## src/design/ampcfg_pkg.sv

```systemverilog
// Shared constants and types of the amplifier configuration register bank
package ampcfg_pkg;

	// ****************************************
	// Serial frame geometry
	// ****************************************
	localparam int AMPCFG_ADDR_W = 15;
	localparam int AMPCFG_INSTR_BITS = 16;
	localparam int AMPCFG_DATA_BITS = 8;
	localparam logic [3:0] AMPCFG_INSTR_LAST = 4'hF;
	localparam logic [3:0] AMPCFG_DATA_LAST = 4'h7;

	// ****************************************
	// Register offsets
	// ****************************************
	localparam logic [14:0] AMPCFG_OFS_CFG_A = 15'h0000;
	localparam logic [14:0] AMPCFG_OFS_CFG_B = 15'h0001;
	localparam logic [14:0] AMPCFG_OFS_CATEGORY = 15'h0003;
	localparam logic [14:0] AMPCFG_OFS_VARIANT_LO = 15'h0004;
	localparam logic [14:0] AMPCFG_OFS_VARIANT_HI = 15'h0005;
	localparam logic [14:0] AMPCFG_OFS_REVISION = 15'h0006;
	localparam logic [14:0] AMPCFG_OFS_SCRATCH = 15'h000A;
	localparam logic [14:0] AMPCFG_OFS_POWER = 15'h0010;
	localparam logic [14:0] AMPCFG_OFS_CM_TRIM = 15'h0018;
	localparam logic [14:0] AMPCFG_OFS_OUT_TRIM = 15'h0019;
	localparam logic [14:0] AMPCFG_OFS_CONV_START = 15'h001B;
	localparam logic [14:0] AMPCFG_OFS_CONV_DONE = 15'h001C;
	localparam logic [14:0] AMPCFG_OFS_CONV_RESULT = 15'h001D;

	// ****************************************
	// Field positions
	// ****************************************
	localparam int AMPCFG_A_RESET_BIT = 0;
	localparam int AMPCFG_A_ORDER_BIT = 1;
	localparam int AMPCFG_A_ASCEND_BIT = 2;
	localparam int AMPCFG_A_PIN_BIT = 3;
	localparam int AMPCFG_B_AUX_A_BIT = 1;
	localparam int AMPCFG_B_AUX_B_BIT = 2;
	localparam int AMPCFG_B_STALL_BIT = 6;
	localparam int AMPCFG_B_SINGLE_BIT = 7;

	// ****************************************
	// Values after reset
	// ****************************************
	localparam logic [7:0] AMPCFG_RST_CFG_A = 8'h00;
	localparam logic [7:0] AMPCFG_RST_CFG_B = 8'h00;
	localparam logic [7:0] AMPCFG_RST_SCRATCH = 8'h00;
	localparam logic [7:0] AMPCFG_RST_POWER = 8'h39;
	localparam logic [7:0] AMPCFG_RST_CM_TRIM = 8'h00;
	localparam logic [7:0] AMPCFG_RST_OUT_TRIM = 8'hA0;
	localparam logic [1:0] AMPCFG_RST_CONV_START = 2'h0;
	localparam logic [7:0] AMPCFG_RST_CONV_DONE = 8'h01;
	localparam logic [7:0] AMPCFG_RST_CONV_RESULT = 8'hBD;

	// ****************************************
	// Types
	// ****************************************
	typedef enum logic [1:0] {
		AMPCFG_ST_IDLE,
		AMPCFG_ST_INSTR,
		AMPCFG_ST_DATA,
		AMPCFG_ST_IGNORE
	} ampcfg_state_t;

	typedef struct packed {
		logic [7:0] power_down;
		logic [7:0] cm_trim;
		logic [7:0] out_trim;
		logic [1:0] conv_start;
	} ampcfg_ctrl_t;

	typedef struct packed {
		logic one_transfer_per_command;
		logic select_hold_pause;
		logic output_pin_enable;
		logic stream_address_ascend;
		logic bit_order_select;
	} ampcfg_iface_t;

endpackage

```

## src/design/ampcfg_regs.sv

```systemverilog
// Amplifier configuration register bank behind a 3/4-wire serial port
`timescale 1ns/1ps
`default_nettype none
module ampcfg_regs import ampcfg_pkg::*; #(
	parameter logic [7:0] CATEGORY_ID = 8'hA5, // Arbitrary value
	parameter logic [7:0] VARIANT_LO = 8'h12, // Arbitrary value
	parameter logic [7:0] VARIANT_HI = 8'h34, // Arbitrary value
	parameter logic [7:0] REVISION_ID = 8'h5A // Arbitrary value
) (
	// Clock and reset
	input wire logic clk_i,
	input wire logic rst_n_i,
	// Serial port pins
	input wire logic spi_sclk_i,
	input wire logic spi_cs_n_i,
	input wire logic spi_sdio_i,
	output logic spi_sdio_o,
	output logic spi_sdio_oe_o,
	output logic spi_sdo_o,
	output logic spi_sdo_oe_o,
	// Converter status from the analog side
	input wire logic conv_done_i,
	input wire logic [7:0] conv_result_i,
	// Controls to the amplifier
	output ampcfg_ctrl_t amp_ctrl_o,
	output ampcfg_iface_t iface_o,
	output logic soft_reset_o,
	output logic aux_reset_a_o,
	output logic aux_reset_b_o
);

	// ****************************************
	// Pin synchronisers and edges
	// ****************************************
	// Pins are sampled, so the serial clock must stay below a quarter of clk_i
	logic [2:0] sync1_r;
	logic [2:0] sync2_r;
	logic sclk_d_r;
	wire sclk_s = sync2_r[0];
	wire cs_n_s = sync2_r[1];
	wire sdi_s = sync2_r[2];
	wire sclk_rise = sclk_s && !sclk_d_r && !cs_n_s;
	wire sclk_fall = !sclk_s && sclk_d_r && !cs_n_s;

	always_ff @(posedge clk_i) begin
		if (!rst_n_i) begin
			sync1_r <= 3'h3;
			sync2_r <= 3'h3;
			sclk_d_r <= 1'b1;
		end else begin
			sync1_r <= {spi_sdio_i, spi_cs_n_i, spi_sclk_i};
			sync2_r <= sync1_r;
			sclk_d_r <= sclk_s;
		end
	end

	// ****************************************
	// Register storage
	// ****************************************
	logic [3:1] cfg_a_r;
	logic [1:0] cfg_b_r;
	logic [7:0] scratch_r;
	ampcfg_ctrl_t ctrl_r;
	logic [7:0] conv_done_r;
	logic [7:0] conv_result_r;
	logic soft_rst_r;
	logic aux_a_r;
	logic aux_b_r;

	// ****************************************
	// Frame sequencing
	// ****************************************
	ampcfg_state_t state_r;
	logic [3:0] cnt_r;
	logic done_r;
	logic rd_r;
	logic [14:0] addr_r;
	logic [15:0] word_w;
	logic sdo_bit_r;
	logic sdio_oe_r;
	logic sdo_oe_r;

	wire lsb_first = cfg_a_r[AMPCFG_A_ORDER_BIT];
	wire ascend = cfg_a_r[AMPCFG_A_ASCEND_BIT];
	wire pin_en = cfg_a_r[AMPCFG_A_PIN_BIT];
	wire single = cfg_b_r[1];
	wire in_frame = (state_r == AMPCFG_ST_INSTR) || (state_r == AMPCFG_ST_DATA);
	wire [3:0] last_bit = (state_r == AMPCFG_ST_INSTR) ? AMPCFG_INSTR_LAST : AMPCFG_DATA_LAST;
	wire byte_end = done_r && (state_r == AMPCFG_ST_DATA);
	wire wr_en = byte_end && !rd_r;
	// LSB-first bytes fill the top half of the shared shifter
	wire [7:0] wr_data = lsb_first ? word_w[15:8] : word_w[7:0];

	ampcfg_shifter #(
		.WIDTH(AMPCFG_INSTR_BITS)
	) u_shifter (
		.clk_i(clk_i),
		.rst_n_i(rst_n_i),
		.clr_i(done_r || cs_n_s),
		.shift_i(sclk_rise && in_frame),
		.lsb_first_i(lsb_first),
		.bit_i(sdi_s),
		.word_o(word_w)
	);

	function automatic logic hit(input logic [14:0] a, input logic [14:0] ofs);
		hit = (a == ofs);
	endfunction

	// ****************************************
	// Read decode
	// ****************************************
	wire [7:0] cfg_a_view = {1'b0, cfg_a_r[1], cfg_a_r[2], cfg_a_r[3], cfg_a_r[3:1], 1'b0};
	wire [7:0] cfg_b_rd = {cfg_b_r, 6'h00};
	wire [7:0] rd_byte =
		hit(addr_r, AMPCFG_OFS_CFG_A) ? cfg_a_view :
		hit(addr_r, AMPCFG_OFS_CFG_B) ? cfg_b_rd :
		hit(addr_r, AMPCFG_OFS_CATEGORY) ? CATEGORY_ID :
		hit(addr_r, AMPCFG_OFS_VARIANT_LO) ? VARIANT_LO :
		hit(addr_r, AMPCFG_OFS_VARIANT_HI) ? VARIANT_HI :
		hit(addr_r, AMPCFG_OFS_REVISION) ? REVISION_ID :
		hit(addr_r, AMPCFG_OFS_SCRATCH) ? scratch_r :
		hit(addr_r, AMPCFG_OFS_POWER) ? ctrl_r.power_down :
		hit(addr_r, AMPCFG_OFS_CM_TRIM) ? ctrl_r.cm_trim :
		hit(addr_r, AMPCFG_OFS_OUT_TRIM) ? ctrl_r.out_trim :
		hit(addr_r, AMPCFG_OFS_CONV_START) ? {6'h00, ctrl_r.conv_start} :
		hit(addr_r, AMPCFG_OFS_CONV_DONE) ? conv_done_r :
		hit(addr_r, AMPCFG_OFS_CONV_RESULT) ? conv_result_r : 8'h00;
	wire tx_bit = lsb_first ? rd_byte[cnt_r[2:0]] : rd_byte[3'h7 - cnt_r[2:0]];
	wire [14:0] addr_step = ascend ? 15'(addr_r + 15'h0001) : 15'(addr_r - 15'h0001);

	always_ff @(posedge clk_i) begin
		if (!rst_n_i || cs_n_s) begin
			state_r <= AMPCFG_ST_IDLE;
			cnt_r <= 4'h0;
			done_r <= 1'b0;
		end else begin
			done_r <= sclk_rise && in_frame && (cnt_r == last_bit);
			if (sclk_rise && in_frame) begin
				cnt_r <= (cnt_r == last_bit) ? 4'h0 : 4'(cnt_r + 4'h1);
			end
			case (state_r)
				AMPCFG_ST_IDLE: state_r <= AMPCFG_ST_INSTR;
				AMPCFG_ST_INSTR: state_r <= done_r ? AMPCFG_ST_DATA : AMPCFG_ST_INSTR;
				AMPCFG_ST_DATA: state_r <= (byte_end && single) ? AMPCFG_ST_IGNORE : AMPCFG_ST_DATA;
				AMPCFG_ST_IGNORE: state_r <= AMPCFG_ST_IGNORE;
				default: state_r <= AMPCFG_ST_IDLE;
			endcase
		end
	end

	always_ff @(posedge clk_i) begin
		if (!rst_n_i) begin
			rd_r <= 1'b0;
			addr_r <= '0;
		end else if (done_r && state_r == AMPCFG_ST_INSTR) begin
			rd_r <= word_w[15];
			addr_r <= word_w[14:0];
		end else if (byte_end && !single) begin
			addr_r <= addr_step;
		end
	end

	// ****************************************
	// Readback drive
	// ****************************************
	// Three-wire turns the shared data pin around; four-wire keeps it input only
	always_ff @(posedge clk_i) begin
		if (!rst_n_i || cs_n_s) begin
			sdo_bit_r <= 1'b0;
			sdio_oe_r <= 1'b0;
			sdo_oe_r <= 1'b0;
		end else begin
			if (sclk_fall && state_r == AMPCFG_ST_DATA && rd_r) begin
				sdo_bit_r <= tx_bit;
			end
			sdio_oe_r <= rd_r && state_r == AMPCFG_ST_DATA && !pin_en;
			sdo_oe_r <= rd_r && state_r == AMPCFG_ST_DATA && pin_en;
		end
	end

	// ****************************************
	// Register writes
	// ****************************************
	// Soft reset lands one cycle after the write, restoring every writable register
	always_ff @(posedge clk_i) begin
		if (!rst_n_i || soft_rst_r) begin
			cfg_a_r <= AMPCFG_RST_CFG_A[3:1];
			cfg_b_r <= AMPCFG_RST_CFG_B[7:6];
			scratch_r <= AMPCFG_RST_SCRATCH;
			ctrl_r <= '{AMPCFG_RST_POWER, AMPCFG_RST_CM_TRIM, AMPCFG_RST_OUT_TRIM, AMPCFG_RST_CONV_START};
		end else if (wr_en) begin
			if (hit(addr_r, AMPCFG_OFS_CFG_A)) cfg_a_r <= wr_data[3:1];
			if (hit(addr_r, AMPCFG_OFS_CFG_B)) cfg_b_r <= wr_data[7:6];
			if (hit(addr_r, AMPCFG_OFS_SCRATCH)) scratch_r <= wr_data;
			if (hit(addr_r, AMPCFG_OFS_POWER)) ctrl_r.power_down <= wr_data;
			if (hit(addr_r, AMPCFG_OFS_CM_TRIM)) ctrl_r.cm_trim <= wr_data;
			if (hit(addr_r, AMPCFG_OFS_OUT_TRIM)) ctrl_r.out_trim <= wr_data;
			if (hit(addr_r, AMPCFG_OFS_CONV_START)) ctrl_r.conv_start <= wr_data[1:0];
		end
	end

	// Reset and pulse bits are never stored, so they always read back zero
	always_ff @(posedge clk_i) begin
		if (!rst_n_i) begin
			soft_rst_r <= 1'b0;
			aux_a_r <= 1'b0;
			aux_b_r <= 1'b0;
			conv_done_r <= AMPCFG_RST_CONV_DONE;
			conv_result_r <= AMPCFG_RST_CONV_RESULT;
		end else begin
			soft_rst_r <= wr_en && hit(addr_r, AMPCFG_OFS_CFG_A) && wr_data[AMPCFG_A_RESET_BIT];
			aux_a_r <= wr_en && hit(addr_r, AMPCFG_OFS_CFG_B) && wr_data[AMPCFG_B_AUX_A_BIT];
			aux_b_r <= wr_en && hit(addr_r, AMPCFG_OFS_CFG_B) && wr_data[AMPCFG_B_AUX_B_BIT];
			conv_done_r <= {7'h00, conv_done_i};
			conv_result_r <= conv_result_i;
		end
	end

	assign spi_sdio_o = sdo_bit_r;
	assign spi_sdio_oe_o = sdio_oe_r;
	assign spi_sdo_o = sdo_bit_r;
	assign spi_sdo_oe_o = sdo_oe_r;
	assign amp_ctrl_o = ctrl_r;
	assign iface_o = {cfg_b_r, cfg_a_r[3], cfg_a_r[2], cfg_a_r[1]};
	assign soft_reset_o = soft_rst_r;
	assign aux_reset_a_o = aux_a_r;
	assign aux_reset_b_o = aux_b_r;
endmodule
`default_nettype wire

```

## src/design/ampcfg_shifter.sv

```systemverilog
// Serial input shift register with selectable bit order
`timescale 1ns/1ps
`default_nettype none
module ampcfg_shifter #(
	parameter int WIDTH = 16
) (
	// Clock and reset
	input wire logic clk_i,
	input wire logic rst_n_i,
	// Control
	input wire logic clr_i,
	input wire logic shift_i,
	input wire logic lsb_first_i,
	input wire logic bit_i,
	// Assembled word
	output logic [WIDTH-1:0] word_o
);

	logic [WIDTH-1:0] word_r;
	logic [WIDTH-1:0] word_nxt;

	// LSB-first fills from the top so the last bit lands at the top, first bit in bit 0
	assign word_nxt = lsb_first_i ? {bit_i, word_r[WIDTH-1:1]} : {word_r[WIDTH-2:0], bit_i};
	assign word_o = word_r;

	always_ff @(posedge clk_i) begin
		if (!rst_n_i || clr_i) begin
			word_r <= '0;
		end else if (shift_i) begin
			word_r <= word_nxt;
		end
	end

endmodule
`default_nettype wire
```

## config.mk

```make
export PLATFORM = sky130hd
export DESIGN_NAME = ampcfg_regs
export DESIGN_NICKNAME = d
export VERILOG_FILES = /design/src/design/ampcfg_pkg.sv /design/src/design/ampcfg_regs.sv /design/src/design/ampcfg_shifter.sv
export SDC_FILE = /design/constraint.sdc
export NUM_CORES = 1
export LEC_CHECK = 0
export BUFFER_PORTS_ARGS = -buffer_cell sky130_fd_sc_hd__buf_4
export CORE_ASPECT_RATIO = 1.75
export CORE_UTILIZATION = 55
export CTS_BUF_LIST = sky130_fd_sc_hd__clkbuf_4
export DETAILED_ROUTE_END_ITERATION = 8
export PLACE_DENSITY_LB_ADDON = 0.12
export SYNTH_ARGS = -nofsm -noshare
export SYNTH_HDL_FRONTEND = slang
export SYNTH_SLANG_ARGS = --single-unit
export TNS_END_PERCENT = 50
```

## constraint.sdc

```tcl
create_clock -name clk_i -period 2.58 [get_ports clk_i]
set_input_delay 0.645 -clock clk_i [delete_from_list [all_inputs] [get_ports clk_i]]
set_output_delay 0.645 -clock clk_i [all_outputs]
set_load 0.005 [all_outputs]
```

==> results.md, run 1 <==
- Outcome: finished, violations left
- Violated checks: negative setup slack
- Yosys cell types: 75
- Top sig layer: met4
- Sinks on the clock net: 100
- Syn Inst Count: 653
- P_leak: 2.79 nW
- WP data required: 2950 ps
- Die area: 10100 um2
- GRT Util Overall: 0.370
- RR Startpoint: addr_r[8]
- Crit end category: register
- Nets@finish: 789
- Multi-input gate area: 3230 um2
- Iteration-0 DRC count of the detailed router: 375
- Slew @ Worst Pin: 738 ps
- Final-report hold violation count: 0
- R2R cell count: 11
- Sequential cell area: 2010 um2
- Worst Path Arrival: 3100 ps
- First-pass GRT wire length: 28600 um
- Core box area: 9470 um2
- Fin util: 0.712
- Crit path max fanout: 5
- Top-level I/O count: 52
- Initial antenna violation count: 1
- Fin crit share: 1.06
- Synth async-reset ratio: 0
- Worst Setup SP: addr_r[8]
- Synth top area cells: dfxtp_1 (37%), a211oi_1 (7.0%), nor2_1 (6.2%), a21oi_1 (4.3%), nand2_1 (3.9%)
- Crit path kind: reg2reg
- Post-synth top area share: 0.374
- Synth Warn #: 0
- Site row count: 47
- Final WS setup: -150 ps
- DRT Pass-1 Iters: 8
- Num CTS Buffers: 9
- Total gr overflow: 0
- Hpwl dp: 14300 um
- Starting Density: 0.565
- CTS tree: yes
- Final Instance Area: 6740 um2
- Worst r2r dst: spi_sdio_o
- RSZ-0062 raised after global routing: true
- Die Wd: 76.6 um
- Number of synthesized flops with an enable pin: 0
- Fmax: 366 MHz
- Tmin final: 2730 ps
- Worst-skew pair later-pin latency: 480 ps
- Top_reg_cell synth: dfxtp_1
- Syn-to-layout area delta: 26.0%
- Mean Syn Cell Area: 8.19 um2
- WL met1: 6390 um
- Metal3 WL: 885 um
- Syn Nets: 677
- Drt total wl: 18200 um
- Min-Delay Path Class: in2reg
- Final Skew: 17.3 ps
- Gpl congestion: 1.03
- Clk Tree Root Cell: clkbuf_4
- # Max-Cap Violations: 0
- Reg2reg setup slack: -150 ps
- Via count: 5490
- Fill cells: 769
- Final setup violating endpoints: 1
- Clock Path Buffers: 2
- Seq/Total Area, Yosys: 0.374
- Drt via density: 6.15
- Die Y: 132 um
- Drt wl/cell: 20.4 um
- CP endpoint: spi_sdio_o
- Port Buffer Count: 51
- Share of cells above drive strength 1: 0.279
- Yosys reg bits: 100
- Cell taking the most area after synthesis: dfxtp_1
- Peak VDD IR: 0.000382 V
- Largest net degree at the start of global routing: 38
- Pins Over Slew Limit: 0
- Relative slew margins: 0.508
- Critical Path Source Type: register
- Setup WS pre-CTS: -278 ps
- PwrDens: 370 nW/um2
- Vias in the first global route: 5415
- Area post-placement: 6410 um2
- Clock H-tree levels: 3
- Met2 Wirelength: 9380 um
- Post-Syn Area: 5350 um2
- Residual DRC: 0
- Post-route ant nets: 0
- Clk slew on worst S/H paths: 160 ps
[critical path: stages (launching register included)]
cell and delay (ps):
dfxtp_1 340, or4_4 630, nor4_4 360, buf_4 200
buf_4 110, nand2_1 60, o221ai_2 90, a21o_1 170
a32oi_1 120, nor4b_1 350, o31a_1 180, a221oi_2 40
[worst min-delay path by stage]
stage                           from               end  slack, ps  cells after the start
floorplan                 sync1_r[0]        sync2_r[0]        390                      1
global placement          sync1_r[1]        sync2_r[1]        390                      1
detailed placement        sync1_r[0]        sync2_r[0]        390                      1
CTS                 conv_result_i[2]  conv_result_r[2]        330                      2
global route              spi_cs_n_i        sync1_r[1]        310                      2
finish              conv_result_i[2]  conv_result_r[2]        330                      2
[synthesized netlist by cell type, types with 4 or more instances]
| library cell | n |
|---|---|
| a21o_1 | 4 |
| mux2i_1 | 11 |
| buf_2 | 5 |
| or2_2 | 5 |
| nor2b_1 | 13 |
| nor2_1 | 89 |
| o211ai_1 | 8 |
| nand4_1 | 12 |
| nand3b_1 | 4 |
| nand2b_1 | 17 |
| and2_1 | 5 |
| o21ai_0 | 14 |
| a211oi_1 | 50 |
| nand2_1 | 56 |
| xor2_1 | 6 |
| nor4_1 | 6 |
| a21oi_1 | 46 |
| clkbuf_1 | 35 |
| buf_1 | 6 |
| ha_1 | 10 |
| nand3_1 | 13 |
| dfxtp_1 | 100 |
| inv_1 | 15 |
| o211a_1 | 15 |
| or3_1 | 5 |
| or4_1 | 4 |
| xnor2_1 | 10 |
| nor3_1 | 17 |
[per-stage QoR]
stage	TNS (ps)	power (W)	cells	hold WS [ps]
after floorplan	0	0.00162	653	386
after global placement	-213	0.00165	869	389
after detailed placement	-278	0.00165	869	392
after CTS	-72.8	0.00250	892	332
after global routing	-163	0.00256	893	309
final	-150	0.00249	893	331
[what timing repair did]
item	CTS	global route
endpoints found under the setup margin	1	1
resized for setup	28	4
hold buffers	0	0
setup buffers	7	0
pin swaps	25	3
[sequential cells by signal, indices dropped and copies added (netlist names), 2 cells and up]
register	count
addr_r	15
amp_ctrl_o	26
cfg_a_r	3
cfg_b_r	2
cnt_r	4
conv_result_r	8
scratch_r	8
state_r	2
sync1_r	3
sync2_r	3
u_shifter.word_o	16
[cells by family (layout without fill, tap and decap cells)]
logic type | after synthesis | in the layout | synth area share
xor gates and xnor gates | 16 | 16 | 0.0262
adders and majority gates | 10 | 10 | 0.0234
muxes | 12 | 12 | 0.0227
other | 0 | 1 | 0
AOI/OAI and AO/OA | 178 | 178 | 0.236
buffers and inverters | 65 | 182 | 0.0496
and+or+nand+nor | 272 | 272 | 0.268
DFF | 100 | 100 | 0.374
[power breakdown]
part / switching [W] / internal, W / total (W)
Combinational: 0.0000302 / 0.0000262 / 0.0000564
Clock: 0.000551 / 0.000319 / 0.000869
Sequential: 0.00000776 / 0.00156 / 0.00157
Total: 0.000589 / 0.00190 / 0.00249
[area by class of cell]
type	count	area share
Multi-Input combinational cell	488	0.479
Sequential cell	100	0.298
Inverter	16	0.00891
Tap cell	122	0.0226
Timing Repair Buffer	150	0.169
Clock buffer	10	0.0111
Clock inverter	6	0.0106
Antenna cell	1	0.000371
[cell usage in the layout, fill, tap and decap left out, types with 5 or more instances in the layout]
cell type    n
mux2i_1     11
clkbuf_4    10
nand2b_1    17
ha_1         9
nor3_1      16
dfxtp_1     96
xnor2_1     10
nand4_1     12
o21ai_0     13
o211a_1     15
a21oi_1     43
nand3_1     13
o211ai_1     8
a211oi_1    50
nand2_1     55
nor2_1      88
inv_1       13
xor2_1       6
or2_2        5
and2_1       5
nor2b_1     13
buf_4      148
[per-layer routing]
metal	global-route usage	up-vias
met4	0.283	0
met5	0	-
li1	-	2584
met2	0.660	231
met3	0.0662	93
met1	0.378	2582
Power figures use the tool's default switching activity.
==> run 2, diff against run 1 <==
Settings changed: GPL_TIMING_DRIVEN set to 0.
Clock period 2.58 ns to 3.3 ns, I/O delays scaled along.
==> run 2 against run 1 <==
Effect of this change:
- the run still ends with negative setup slack left
- worst setup slack improved by 130 ps
- sequential power decreased by 22%
- power decreased by 22%
- count of clock-buffer cells in the layout down 1
- global-route usage is 0.35 points lower
- sequential share of layout area up 3.1 points
- critical path type unchanged
- largest cell class unchanged
- highest routed layer unchanged
==> results.md, run 2 (synthesis gave the netlist of run 1 again) <==
- Fill cells: 820 (+6.6%)
- Min-Delay Path Class: reg2reg
- Crit end category: register
- Final WS setup: -20.3 ps (+129 ps)
- Top-level I/O count: 52 (unchanged)
- Worst-skew pair later-pin latency: 480 ps (about the same)
- Post-route ant nets: 0 (unchanged)
- First-pass GRT wire length: 28200 um (-1.4%)
- CTS tree: yes
- P_leak: 2.36 nW (-16%)
- Relative slew margins: 0.272 (-0.237)
- Final Instance Area: 6100 um2 (-9.6%)
- CP max stage delay: 560 ps (-70 ps)
- Drt via density: 6.27 (+2.0%)
- Outcome: finished, violations left
- Hold buffer count at CTS: 0 (unchanged)
- RSZ-0062 raised after global routing: true
- Total gr overflow: 0 (unchanged)
- Setup WS pre-CTS: -533 ps (-255 ps)
- Tmin final: 3320 ps (+591 ps)
- Die Wd: 76.6 um (unchanged)
- GRT Util Overall: 0.367 (-0.00352)
- Largest register FFs: 26 (unchanged)
- DRT Pass-1 Iters: 8 (unchanged)
- WP data required: 3710 ps (+760 ps)
- Worst Path Arrival: 3730 ps (+630 ps)
- Clock Path Buffers: 2 (unchanged)
- Gpl congestion: 1.01 (-2.3%)
- Core box area: 9470 um2 (unchanged)
- Crit path max fanout: 8 (+3)
- Fmax: 301 MHz (-18%)
- Final Power: 0.00194 W (-22%)
- Residual DRC: 0 (unchanged)
- Via count: 5297 (-3.5%)
- Share of cells above drive strength 1: 0.141 (-0.138)
- Clock H-tree levels: 3 (unchanged)
- Slowest stage cell, crit path: o211ai_1
- Drt wl/cell: 21.7 um (+6.4%)
- # Max-Cap Violations: 0 (unchanged)
- Die area: 10100 um2 (unchanged)
- Worst-path cell chain: clkbuf_1 -> or3_1 -> nor2_2 -> nand4_1 -> o211ai_1 -> a2111oi_1 -> nor3_2 -> o21ai_1 -> o31a_1 -> a221oi_2
- Syn-to-layout area delta: 14.0%
- Vias in the first global route: 5215 (-3.7%)
- Site row count: 47 (unchanged)
- Crit path kind: reg2reg
- Num CTS Buffers: 9 (unchanged)
- Final-report hold violation count: 0 (unchanged)
- Hpwl dp: 14200 um (-0.79%)
- Final setup violating endpoints: 1 (unchanged)
- Fin crit share: 1.01 (-0.0518)
- Largest net degree at the start of global routing: 18 (-53%)
- PwrDens: 318 nW/um2 (-14%)
- Sinks on the clock net: 100 (unchanged)
- Setup TNS: -20.3 ps (+129 ps)
- Critical Path Source Type: register
- Final Skew: 21.8 ps (+4.51 ps)
- Iteration-0 DRC count of the detailed router: 415 (+11%)
- Initial antenna violation count: 1 (unchanged)
- Nets@finish: 741 (-6.1%)
- Starting Density: 0.565 (unchanged)
- Clk Tree Root Cell: clkbuf_4
- Commonest non-fill, non-tap cells in the layout: dfxtp_1 (100), nor2_1 (89), nand2_1 (55), buf_4 (55), a211oi_1 (50)
- Violated checks: negative setup slack
- Slew @ Worst Pin: 1090 ps (+355 ps)
- Drt total wl: 18300 um (+0.64%)
- Most common cell after layout, fill and taps aside: dfxtp_1
- Port Buffer Count: 51 (unchanged)
- Clk slew on worst S/H paths: 170 ps (about the same)
- Area post-placement: 5890 um2 (-8.1%)
- Pins Over Slew Limit: 0 (unchanged)
- Peak VDD IR: 0.000228 V (-40%)
- Die Y: 132 um (unchanged)
-- run 2: changes by cell type in the layout (fill, tap and decap cells not counted), sizes merged --
| cell | previous run | this run |
|---|---|---|
| buf | 150 | 67 |
| clkbuf | 10 | 44 |
| clkinv | 2 | 3 |
-- run 2: timing repair --
| action | CTS | global route |
|---|---|---|
| resized for setup | 5 | 5 |
| endpoints found under the setup margin | 1 | 3 |
| pin swaps | 1 | 1 |
| buffers inserted | 2 | 0 |
-- run 2: path summary, 6_finish.rpt --
kind                            slack (ps)  depth (start not counted)         end       start
worst min-delay path                   430                          1  sync2_r[1]  sync1_r[1]
worst max-delay path                   -20                         10  spi_sdio_o  addr_r[12]
worst min register to register         430                          1  sync2_r[1]  sync1_r[1]
worst max register to register         -20                         10  spi_sdio_o  addr_r[12]
-- run 2: cell type report --
class / count / area (um2) / share of cell area
well taps: 122 / 153 / 0.0250
flip-flops and latches: 100 / 2000 / 0.328
multi-input cells: 488 / 3130 / 0.514
clock buffers: 9 / 67.6 / 0.0111
repair buffers: 53 / 398 / 0.0653
diodes: 1 / 2.50 / 0.000410
plain buffers: 49 / 206 / 0.0339
clock inverters: 7 / 73.8 / 0.0121
inverters: 16 / 60.1 / 0.00985
-- run 2: layer usage --
layer  wire length [um]  up-vias  GRT usage
li1                   -     2502          -
met1               6560     2483      0.378
met2               9440      234      0.649
met3               1040       78     0.0648
met4               1280        0      0.284
met5                  0        -          0
-- run 2: through the flow --
step                      utilization  instances  hold slack [ps]
final                           0.644        845              432
after detailed placement        0.622        826              400
after global placement          0.622        826              390
after global routing            0.644        845              458
after CTS                       0.642        844              437
after floorplan                     -        653              386
-- run 2: where the power goes --
part	switching [W]	internal [W]	total, W
Sequential	0.00000456	0.00122	0.00122
Combinational	0.0000269	0.0000200	0.0000469
Clock	0.000434	0.000237	0.000671
Total	0.000466	0.00148	0.00194
-- run 2: critical path, delay by kind of cell, from the launching register on --
kind | cells | cell delay (ps)
buffers and inverters | 1 | 220
AND/OR/NAND/NOR | 4 | 1400
flip-flops | 1 | 330
AO/OA/AOI/OAI | 5 | 1310
